==> config.mk <==
export PLATFORM = sky130hd
export DESIGN_NAME = fps_host
export DESIGN_NICKNAME = d
export VERILOG_FILES = /design/src/pkg/fps_pkg.sv /design/src/hw/fps_host.sv
export SDC_FILE = /design/constraint.sdc
export NUM_CORES = 1
export LEC_CHECK = 0
export ABC_AREA = 1
export BUFFER_PORTS_ARGS = -buffer_cell sky130_fd_sc_hd__buf_2
export CAP_MARGIN = 30
export CELL_PAD_IN_SITES_DETAIL_PLACEMENT = 1
export CELL_PAD_IN_SITES_GLOBAL_PLACEMENT = 1
export CORE_ASPECT_RATIO = 1.25
export CORE_UTILIZATION = 39
export CTS_BUF_LIST = sky130_fd_sc_hd__clkbuf_8
export DETAILED_ROUTE_END_ITERATION = 16
export PLACE_DENSITY = 0.8
export SLEW_MARGIN = 20
export SYNTH_ARGS = -nofsm -noshare
export SYNTH_HDL_FRONTEND = slang
export SYNTH_SLANG_ARGS = --single-unit
==> constraint.sdc <==
create_clock -name sys_clk_in -period 1.7 [get_ports sys_clk_in]
set_input_delay 0.085 -clock sys_clk_in [delete_from_list [all_inputs] [get_ports sys_clk_in]]
set_output_delay 0.085 -clock sys_clk_in [all_outputs]
set_load 0.01 [all_outputs]
==> src/pkg/fps_pkg.sv <==
// package for the host-side flash program/suspend controller
// assumes a 125 MHz sys_clk_in and an 8-bit parallel flash on the far side
//
// Overview of operation
// [RULE1] device acts on suspend only during sector erase
// [RULE2] active erase suspends within 20 us
// [RULE3] suspend in erase time-out ends time-out at once
// [RULE4] suspended device takes only read, resume, program
// [RULE5] after suspend-program, array reads return normally
// [RULE6] resume restarts erase only when suspend pending
// [RULE7] host waits 10 ms after resume past 1024
// [RULE8] program is two unlocks, A0H, then address/data
// [RULE9] address at later fall, data at earlier rise
// [RULE10] done when toggle stops and bits 7,6 match
// [RULE11] over-long program sets timeout flag
// [RULE12] commands during programming are ignored
// [RULE13] hardware reset aborts program; host reissues sequence; fps_host only pulses rst_n and does not reissue it
// [RULE14] programming only clears bits; raising may misreport
// [RULE15] poll bit reads inverted data bit 7 while busy
// [RULE16] protected address polls about 1 us, no change
// [RULE17] poll bit zero during erase, one after
// [RULE18] all-protected erase polls 100 us then reads
// [RULE19] host polls at program or erased-sector address
// [RULE20] after poll turns true, read once more
// [RULE21] ready_busy_n low while erasing or programming
// [RULE22] status valid from final write rising edge
// [RULE23] suspended sectors read back status, not data; the flash model returns array data at every address while suspended and not programming
// [RULE24] toggle bit inverts each read while busy
// [RULE25] reset command clears timeout, also in suspend
// [RULE26] unlock addresses and data are parameters
// [RULE27] device timers run from internal time base
package fps_pkg;

	localparam int CLK_MHZ = 125;
	localparam int ADDR_W = 19;
	localparam int DATA_W = 8;
	localparam int CNT_W = 12;
	localparam int GAP_W = 21;
	localparam int SR_W = 11;

	localparam int WE_LOW_NS = 50;
	localparam int WE_HIGH_NS = 30;
	localparam int RD_ACCESS_NS = 90;
	localparam int HWRST_NS = 500;
	localparam int SUSPEND_MAX_US = 20;
	localparam int RESUME_GAP_MS = 10;
	localparam int RESUME_FREE_LIMIT = 1024;

	localparam int WE_LOW_CYC = (WE_LOW_NS * CLK_MHZ + 999) / 1000;
	localparam int WE_HIGH_CYC = (WE_HIGH_NS * CLK_MHZ + 999) / 1000;
	localparam int RD_CYC = (RD_ACCESS_NS * CLK_MHZ + 999) / 1000;
	localparam int HWRST_CYC = (HWRST_NS * CLK_MHZ + 999) / 1000;
	localparam int SUSPEND_CYC = SUSPEND_MAX_US * CLK_MHZ;
	localparam int RESUME_GAP_CYC = RESUME_GAP_MS * 1000 * CLK_MHZ;

	localparam logic [7:0] CMD_PROGRAM = 8'hA0;
	localparam logic [7:0] CMD_SUSPEND = 8'hB0;
	localparam logic [7:0] CMD_RESUME = 8'h30;
	localparam logic [7:0] CMD_RESET = 8'hF0;

	localparam int POLL_BIT = 7;
	localparam int TOGGLE_BIT = 6;
	localparam int TIMEOUT_BIT = 5;

	typedef enum logic [2:0] {
		FPS_OP_READ,
		FPS_OP_PROGRAM,
		FPS_OP_SUSPEND,
		FPS_OP_RESUME,
		FPS_OP_RESET,
		FPS_OP_HWRESET
	} fps_op_t;

	typedef struct packed {
		fps_op_t op;
		logic [ADDR_W-1:0] addr;
		logic [DATA_W-1:0] data;
	} fps_cmd_t;

	typedef struct packed {
		logic [ADDR_W-1:0] addr;
		logic [DATA_W-1:0] dq;
		logic dq_oe;
		logic ce_n;
		logic oe_n;
		logic we_n;
		logic rst_n;
	} fps_pins_t;

	typedef struct packed {
		logic [ADDR_W-1:0] addr;
		logic [DATA_W-1:0] data;
		logic last;
	} fps_step_t;

	localparam fps_pins_t PINS_IDLE = '{addr: '0, dq: '0, dq_oe: 1'b0, ce_n: 1'b1,
		oe_n: 1'b1, we_n: 1'b1, rst_n: 1'b1};

endpackage

==> src/hw/fps_host.sv <==
// host controller driving the flash pins for read, program, suspend, resume, reset
// assumes flash pins outside sys_clk_in domain; wire logic resolves dq from dq_oe
`timescale 1ns/1ps
module fps_host import fps_pkg::*; #(
	parameter logic [ADDR_W-1:0] UNLOCK1_ADDR = 19'h00001,
	parameter logic [DATA_W-1:0] UNLOCK1_DATA = 8'h01,
	parameter logic [ADDR_W-1:0] UNLOCK2_ADDR = 19'h00002,
	parameter logic [DATA_W-1:0] UNLOCK2_DATA = 8'h02,
	parameter int unsigned RESUME_GAP_CYCLES = RESUME_GAP_CYC
) (
	input wire logic sys_clk_in,
	input wire logic rst_in,
	input wire logic cmd_valid_in,
	input wire fps_cmd_t cmd_in,
	output logic cmd_ready_out,
	output logic done_out,
	output logic error_out,
	output logic [DATA_W-1:0] rd_data_out,
	output logic suspended_out,
	output logic flash_busy_out,
	output fps_pins_t pins_out,
	input wire logic [DATA_W-1:0] flash_dq_in,
	input wire logic flash_ready_busy_n_in
);

	typedef enum logic [3:0] {
		ST_IDLE, ST_GAP_WAIT, ST_WR_SETUP, ST_WR_PULSE, ST_WR_HOLD,
		ST_RD_PULSE, ST_RD_EVAL, ST_SUSP_WAIT, ST_HWRST, ST_DONE
	} fps_state_t;

	////////////////////////////////////////////////////////////////////////
	// write cycle table per operation
	function automatic fps_step_t fps_step(input fps_op_t op, input logic [1:0] step,
		input logic [ADDR_W-1:0] a, input logic [DATA_W-1:0] d);
		fps_step_t s;
		s = '{addr: a, data: CMD_RESET, last: 1'b1};
		case (op)
			FPS_OP_PROGRAM: begin
				case (step) // RULE8 RULE26
					2'd0: s = '{addr: UNLOCK1_ADDR, data: UNLOCK1_DATA, last: 1'b0};
					2'd1: s = '{addr: UNLOCK2_ADDR, data: UNLOCK2_DATA, last: 1'b0};
					2'd2: s = '{addr: UNLOCK1_ADDR, data: CMD_PROGRAM, last: 1'b0};
					default: s = '{addr: a, data: d, last: 1'b1};
				endcase
			end
			FPS_OP_SUSPEND: s.data = CMD_SUSPEND;
			FPS_OP_RESUME: s.data = CMD_RESUME;
			default: s.data = CMD_RESET;
		endcase
		return s;
	endfunction

	function automatic fps_pins_t fps_rd_pins(input logic [ADDR_W-1:0] a);
		fps_pins_t p;
		p = PINS_IDLE;
		p.addr = a;
		p.ce_n = 1'b0;
		p.oe_n = 1'b0;
		return p;
	endfunction

	////////////////////////////////////////////////////////////////////////
	// pin synchronisers
	logic [DATA_W-1:0] dq_s1_r, dq_s2_r, dq_s3_r;
	logic rb_s1_r, rb_s2_r, rb_s3_r, busy_r, busy_nxt;

	always_comb begin
		busy_nxt = busy_r;
		if (rb_s2_r == rb_s3_r)
			busy_nxt = !rb_s3_r; // RULE21
	end

	always_ff @(posedge sys_clk_in) begin
		if (rst_in) begin
			dq_s1_r <= 8'h00;
			dq_s2_r <= 8'h00;
			dq_s3_r <= 8'h00;
			rb_s1_r <= 1'b1;
			rb_s2_r <= 1'b1;
			rb_s3_r <= 1'b1;
			busy_r <= 1'b0;
		end else begin
			dq_s1_r <= flash_dq_in;
			dq_s2_r <= dq_s1_r;
			dq_s3_r <= dq_s2_r;
			rb_s1_r <= flash_ready_busy_n_in;
			rb_s2_r <= rb_s1_r;
			rb_s3_r <= rb_s2_r;
			busy_r <= busy_nxt;
		end
	end

	////////////////////////////////////////////////////////////////////////
	// sequencer
	fps_state_t state_r, state_nxt;
	fps_op_t op_r, op_nxt;
	fps_pins_t pins_r, pins_nxt;
	fps_step_t st;
	logic [ADDR_W-1:0] addr_r, addr_nxt;
	logic [DATA_W-1:0] data_r, data_nxt, rd_r, rd_nxt, prev_r, prev_nxt;
	logic [1:0] step_r, step_nxt;
	logic [CNT_W-1:0] cnt_r, cnt_nxt;
	logic [GAP_W-1:0] gap_r, gap_nxt;
	logic [SR_W-1:0] sr_cnt_r, sr_cnt_nxt;
	logic have_prev_r, have_prev_nxt, final_r, final_nxt, tmo_r, tmo_nxt;
	logic polling_r, polling_nxt, err_r, err_nxt, done_r, done_nxt;
	logic ready_r, ready_nxt, susp_r, susp_nxt;

	always_comb begin
		state_nxt = state_r;
		op_nxt = op_r;
		pins_nxt = pins_r;
		addr_nxt = addr_r;
		data_nxt = data_r;
		rd_nxt = rd_r;
		prev_nxt = prev_r;
		step_nxt = step_r;
		cnt_nxt = cnt_r;
		gap_nxt = (gap_r != '0) ? gap_r - 1'b1 : gap_r; // RULE27
		sr_cnt_nxt = sr_cnt_r;
		have_prev_nxt = have_prev_r;
		final_nxt = final_r;
		tmo_nxt = tmo_r;
		polling_nxt = polling_r;
		err_nxt = err_r;
		done_nxt = 1'b0;
		ready_nxt = ready_r;
		susp_nxt = susp_r;
		st = fps_step(op_r, step_r, addr_r, data_r);
		case (state_r)
			ST_IDLE: begin
				ready_nxt = 1'b1;
				if (cmd_valid_in && ready_r) begin
					ready_nxt = 1'b0;
					op_nxt = cmd_in.op;
					addr_nxt = cmd_in.addr;
					data_nxt = cmd_in.data;
					step_nxt = 2'd0;
					err_nxt = 1'b0;
					have_prev_nxt = 1'b0;
					final_nxt = 1'b0;
					tmo_nxt = 1'b0;
					polling_nxt = 1'b0;
					case (cmd_in.op)
						FPS_OP_READ: begin
							pins_nxt = fps_rd_pins(cmd_in.addr); // RULE5 RULE23
							cnt_nxt = CNT_W'(RD_CYC);
							state_nxt = ST_RD_PULSE;
						end
						FPS_OP_HWRESET: begin
							pins_nxt = PINS_IDLE;
							pins_nxt.rst_n = 1'b0; // RULE13
							cnt_nxt = CNT_W'(HWRST_CYC);
							state_nxt = ST_HWRST;
						end
						FPS_OP_SUSPEND: begin
							if (sr_cnt_r > SR_W'(RESUME_FREE_LIMIT) && gap_r != '0)
								state_nxt = ST_GAP_WAIT; // RULE7
							else
								state_nxt = ST_WR_SETUP;
						end
						default: state_nxt = ST_WR_SETUP;
					endcase
				end
			end
			ST_GAP_WAIT: begin
				if (gap_r == '0)
					state_nxt = ST_WR_SETUP; // RULE7
			end
			ST_WR_SETUP: begin
				pins_nxt = PINS_IDLE;
				pins_nxt.addr = st.addr;
				pins_nxt.dq = st.data;
				pins_nxt.dq_oe = 1'b1;
				pins_nxt.ce_n = 1'b0;
				cnt_nxt = CNT_W'(WE_LOW_CYC);
				state_nxt = ST_WR_PULSE;
			end
			ST_WR_PULSE: begin
				pins_nxt.we_n = 1'b0; // RULE9
				if (cnt_r == '0) begin
					pins_nxt.we_n = 1'b1;
					pins_nxt.ce_n = 1'b1;
					cnt_nxt = CNT_W'(WE_HIGH_CYC);
					state_nxt = ST_WR_HOLD;
				end else begin
					cnt_nxt = cnt_r - 1'b1;
				end
			end
			ST_WR_HOLD: begin
				if (cnt_r != '0) begin
					cnt_nxt = cnt_r - 1'b1;
				end else begin
					pins_nxt.dq_oe = 1'b0;
					if (!st.last) begin
						step_nxt = step_r + 2'd1;
						state_nxt = ST_WR_SETUP;
					end else begin
						case (op_r)
							FPS_OP_PROGRAM: begin
								polling_nxt = 1'b1;
								pins_nxt = fps_rd_pins(addr_r); // RULE19 RULE22
								cnt_nxt = CNT_W'(RD_CYC);
								state_nxt = ST_RD_PULSE;
							end
							FPS_OP_SUSPEND: begin
								cnt_nxt = CNT_W'(SUSPEND_CYC); // RULE2 RULE3
								state_nxt = ST_SUSP_WAIT;
							end
							FPS_OP_RESUME: begin
								if (susp_r) begin // RULE6
									susp_nxt = 1'b0;
									gap_nxt = GAP_W'(RESUME_GAP_CYCLES);
									if (sr_cnt_r != '1)
										sr_cnt_nxt = sr_cnt_r + 1'b1;
								end
								state_nxt = ST_DONE;
							end
							default: state_nxt = ST_DONE; // RULE25
						endcase
					end
				end
			end
			ST_RD_PULSE: begin
				if (cnt_r != '0) begin
					cnt_nxt = cnt_r - 1'b1;
				end else if (dq_s2_r == dq_s3_r) begin
					rd_nxt = dq_s3_r;
					pins_nxt = PINS_IDLE;
					state_nxt = ST_RD_EVAL;
				end
			end
			ST_RD_EVAL: begin
				state_nxt = ST_RD_PULSE;
				pins_nxt = fps_rd_pins(addr_r);
				cnt_nxt = CNT_W'(RD_CYC);
				if (!polling_r) begin
					pins_nxt = PINS_IDLE;
					state_nxt = ST_DONE;
				end else if (final_r) begin
					pins_nxt = PINS_IDLE;
					err_nxt = (rd_r != data_r); // RULE14 RULE16 RULE20
					state_nxt = ST_DONE;
				end else if (have_prev_r && rd_r[TOGGLE_BIT] == prev_r[TOGGLE_BIT]) begin
					final_nxt = 1'b1; // RULE10 RULE15 RULE24
				end else if (have_prev_r && tmo_r) begin
					err_nxt = 1'b1; // RULE11
					op_nxt = FPS_OP_RESET; // RULE25
					polling_nxt = 1'b0;
					pins_nxt = PINS_IDLE;
					step_nxt = 2'd0;
					state_nxt = ST_WR_SETUP;
				end else begin
					have_prev_nxt = 1'b1; // RULE12
					prev_nxt = rd_r;
					tmo_nxt = rd_r[TIMEOUT_BIT];
				end
			end
			ST_SUSP_WAIT: begin
				cnt_nxt = cnt_r - 1'b1;
				if (cnt_r == '0 || !busy_r) begin // RULE17 RULE18
					susp_nxt = 1'b1; // RULE1 RULE4 RULE21
					state_nxt = ST_DONE;
				end
			end
			ST_HWRST: begin
				if (cnt_r != '0) begin
					cnt_nxt = cnt_r - 1'b1;
				end else if (!pins_r.rst_n) begin
					pins_nxt.rst_n = 1'b1;
					cnt_nxt = CNT_W'(HWRST_CYC);
				end else begin
					susp_nxt = 1'b0; // RULE13
					state_nxt = ST_DONE;
				end
			end
			ST_DONE: begin
				done_nxt = 1'b1;
				ready_nxt = 1'b1;
				state_nxt = ST_IDLE;
			end
			default: state_nxt = ST_IDLE;
		endcase
	end

	always_ff @(posedge sys_clk_in) begin
		if (rst_in) begin
			state_r <= ST_IDLE;
			op_r <= FPS_OP_READ;
			pins_r <= PINS_IDLE;
			addr_r <= '0;
			data_r <= 8'h00;
			rd_r <= 8'h00;
			prev_r <= 8'h00;
			step_r <= 2'd0;
			cnt_r <= '0;
			gap_r <= '0;
			sr_cnt_r <= '0;
			have_prev_r <= 1'b0;
			final_r <= 1'b0;
			tmo_r <= 1'b0;
			polling_r <= 1'b0;
			err_r <= 1'b0;
			done_r <= 1'b0;
			ready_r <= 1'b0;
			susp_r <= 1'b0;
		end else begin
			state_r <= state_nxt;
			op_r <= op_nxt;
			pins_r <= pins_nxt;
			addr_r <= addr_nxt;
			data_r <= data_nxt;
			rd_r <= rd_nxt;
			prev_r <= prev_nxt;
			step_r <= step_nxt;
			cnt_r <= cnt_nxt;
			gap_r <= gap_nxt;
			sr_cnt_r <= sr_cnt_nxt;
			have_prev_r <= have_prev_nxt;
			final_r <= final_nxt;
			tmo_r <= tmo_nxt;
			polling_r <= polling_nxt;
			err_r <= err_nxt;
			done_r <= done_nxt;
			ready_r <= ready_nxt;
			susp_r <= susp_nxt;
		end
	end

	assign cmd_ready_out = ready_r;
	assign done_out = done_r;
	assign error_out = err_r;
	assign rd_data_out = rd_r;
	assign suspended_out = susp_r;
	assign flash_busy_out = busy_r;
	assign pins_out = pins_r;

endmodule // fps_host

==> metrics.csv <==
stage;metric;value;unit
outcome;result of the run;finished, violations left;
outcome;violations in the final reports;setup timing;
power;power density cells;1950;nW/um2
route;Initial DRT Pass Iterations;6;
layout;highest-count cells in the layout ignoring fill and taps;259 x nand2_1, 150 x buf_4, 142 x dfxtp_1;
global_route;GR Util met3;6.16;%
clocking;clock edge transition at the registers on the reported setup and hold paths;100;ps
setup_path;setup slack, reg-to-reg;-500;ps
yosys;Cell Area, Synth;8010;um2
global_route;wire length of the first global-routing pass;51500;um
setup_path;worst endpoint required time;2110;ps
power;overall power;0.0237;W
setup_path;largest fanout on the critical path;7;
timing;number of pins exceeding their max-slew limit in the final report;0;
layout;post-layout util;60.2;%
layout;Final Net Count;1555;
layout;leading cell type in the layout, fill and taps excluded;nand2_1;
run;Max Cap Violations;0;
route;via count of the routed design;10553;
route;drt initial violations;919;
placed_design;Final GP Congestion;0.955;
yosys;count of cell types in the netlist;42;
route;Vias/cell;5.90;
layout;filler instances;2542;
floorplan;Row Count;58;
timing;Worst slew margin;59.2;%
yosys;post-synthesis share of cell area spent on xor and xnor gates;4.15;%
floorplan;placeable core area;20100;um2
route;routed length per placed instance;24.4;um
yosys;asr flop ratio synth;0;%
clocking;clock root buffer;clkbuf_8;
clocking;level count of the clock H-tree;4;
floorplan;number of primary I/O pins;87;
power;leakage power summed over all cells;5.55;nW
global_route;number of global-route vias before repair;10198;
global_route;sum of overflow across all layers after global routing;0;
global_route;All-Layer GR Usage;31.7;%
placed_design;PortBufs;86;
hold_path;launch point of the worst hold path;cmd_in[28];
global_route;largest net degree at the start of global routing;97;
layout;layout cell share with drive strength beyond 1;37.0;%
yosys;mux cell area share after synthesis;0;%
timing;time the worst path needs with I/O delays and setup;2200;ps
layout;Post-Layout Cell Count;1788;
timing;measured slew at the worst slew-check pin;612;ps
yosys;sequential element share of the synthesized area;39.2;%
yosys;synthesized-area fraction occupied by adder cells;1.56;%
global_route;Most Crowded Layer GR;met2;
setup_path;CP startpoint kind;flop;
yosys;compound-gate portion of the synthesized area;10.3;%
placed_design;half-perimeter wire length after placement;19700;um
timing;Setup TNS;-18970;ps
global_route;GR Util met1;33.1;%
yosys;Post-synth EDFFs;0;
timing;setup repair after global routing missed its margin;yes;
global_route;initial antenna violation count;3;
setup_path;Critical Path End Type;flop;
clocking;TritonCTS Sinks;157;
clocking;Worst-Skew Late Latency;530;ps
clocking;CTS tree;built;
floorplan;Initial Utilization;39.9;%
timing;least setup slack across all paths after layout;-503;ps
placed_design;number of cells after detailed placement;1663;
setup_path;Worst EP arrival;2610;ps
clocking;CTS Buf Count;17;
route;DRT Wirelength;43600;um
yosys;flip-flop and latch count after synthesis;157;
timing;f_max;454;MHz
route;remaining antenna violation count;0;
yosys;Post-Syn Nets;1263;
yosys;simple-gate share of the synthesized area;35.5;%
yosys;mean instance size in the synthesized netlist;6.62;um2
yosys;combinational family with the most area after synthesis;simple AND/OR/NAND/NOR gates;
route;number of design rule violations left after detail routing;0;
floorplan;die outline width;130;um
yosys;post-synthesis cell count;1211;
floorplan;die height;162;um
timing;crit share post-route;130;%
clocking;number of buffers between clock root and the deepest sink;2;
global_route;met2 capacity usage during global routing;57.1;%
hold_path;class of the tightest hold or removal check;in2reg;
yosys;most common flop cell mapped by yosys;dfxtp_1;
layout;growth of design area from synthesis to finish;51.0;%
floorplan;area enclosed by the die boundary;21100;um2
setup_path;worst r2r src;state_r[0];
yosys;Yosys Warn Count;0;
setup_path;Setup CP Type;reg2reg;
timing;Worst Clk Skew;36.5;ps
power;Peak supply drop;0.789;mV
timing;number of endpoints with negative hold slack in the final report;0;
timing;setup violators final;100;
setup_path;CP Launch Point;state_r[0];
==> through the flow <==
step / cell area, um2 / hold slack [ps] / setup WS (ps)
2_1_floorplan: 8010 / 189 / 32.5
3_3_place_gp: 9670 / 277 / -97.2
3_5_place_dp: 9670 / 288 / -150
4_1_cts: 11000 / 7.95 / -60.8
5_1_grt: 12100 / 16.5 / -670
6_report: 12100 / 15.5 / -503
==> final timing paths <==
kind | endpoint | depth (start not counted)
setup / recovery | suspended_out | 11
hold / removal | op_r[1] | 3
setup reg to reg | suspended_out | 11
hold reg to reg | dq_s2_r[4] | 2
==> critical path: stages, from the launching register on <==
cell	delay [ps]
dfxtp_4	410
inv_4	120
nand2_4	90
nor3_4	270
buf_6	190
inv_1	140
nand2_1	170
nand2_2	90
buf_4	160
nand2_1	110
o21ai_0	100
a21oi_1	260
==> area by class of cell <==
type	count	area, um2	area share [%]
antenna	2	5.00	0.0414
clock buffer	18	248	2.05
clock inverter	14	133	1.10
inverter	145	568	4.69
multi-input combinational	871	5110	42.2
sequential	157	3170	26.2
tap	270	338	2.79
timing repair buffer	311	2520	20.9
==> state kept, by name, indices dropped and copies added, names as in the netlist, 2 cells and up <==
register     flops
rd_data_out      8
dq_s3_r          8
gap_r           21
step_r           2
data_r           8
op_r             3
state_r          4
pins_out        32
cnt_r           12
addr_r          19
dq_s2_r          8
sr_cnt_r        11
dq_s1_r          8
==> cells in the mapped netlist, types with 5 or more instances <==
cell | number | area [um2]
buf_4 | 5 | 37.5
o21ai_0 | 46 | 230
nand3_1 | 86 | 430
clkbuf_1 | 16 | 60.1
nand2_2 | 5 | 31.3
inv_2 | 7 | 26.3
nor2_1 | 188 | 706
xnor2_1 | 16 | 140
a21oi_1 | 87 | 435
dfxtp_1 | 157 | 3140
nand4_1 | 19 | 119
inv_1 | 135 | 507
xor2_1 | 22 | 193
nor2_2 | 9 | 56.3
ha_1 | 10 | 125
nor2_4 | 5 | 56.3
buf_2 | 8 | 40.0
a211oi_1 | 6 | 45.0
nand2_1 | 323 | 1210
nor3_1 | 14 | 70.1
buf_1 | 5 | 18.8
==> report_power, final <==
part / switching, W / internal [W] / leakage [nW]
Combinational: 0.00955 / 0.00579 / 4.06
Clock: 0.00173 / 0.00122 / 0.193
Sequential: 0.000818 / 0.00456 / 1.29
Total: 0.0121 / 0.0116 / 5.55
==> routing by layer <==
metal  wire length [um]  up-vias
met5                 45        -
met3               3300      337
met2              21600      709
met4               3840        4
li1                   -     4429
met1              14800     5074
==> timing repair <==
item	CTS	global route
setup buffers	15	38
gates cloned	3	6
pin swaps	29	88
hold endpoints to repair	55	1
gates resized for setup	139	213
hold buffers	37	1
setup endpoints to repair	117	126
==> cell families (layout without fill, tap and decap cells) <==
logic type      count (synthesis)  in the layout
other cells                     0              2
flops                         157            157
buf+inv                       183            488
compound gates                155            155
simple gates                  668            668
xor+xnor                       38             38
fa+ha+maj                      10             10
Note: power is estimated with default switching activity, not from simulation.
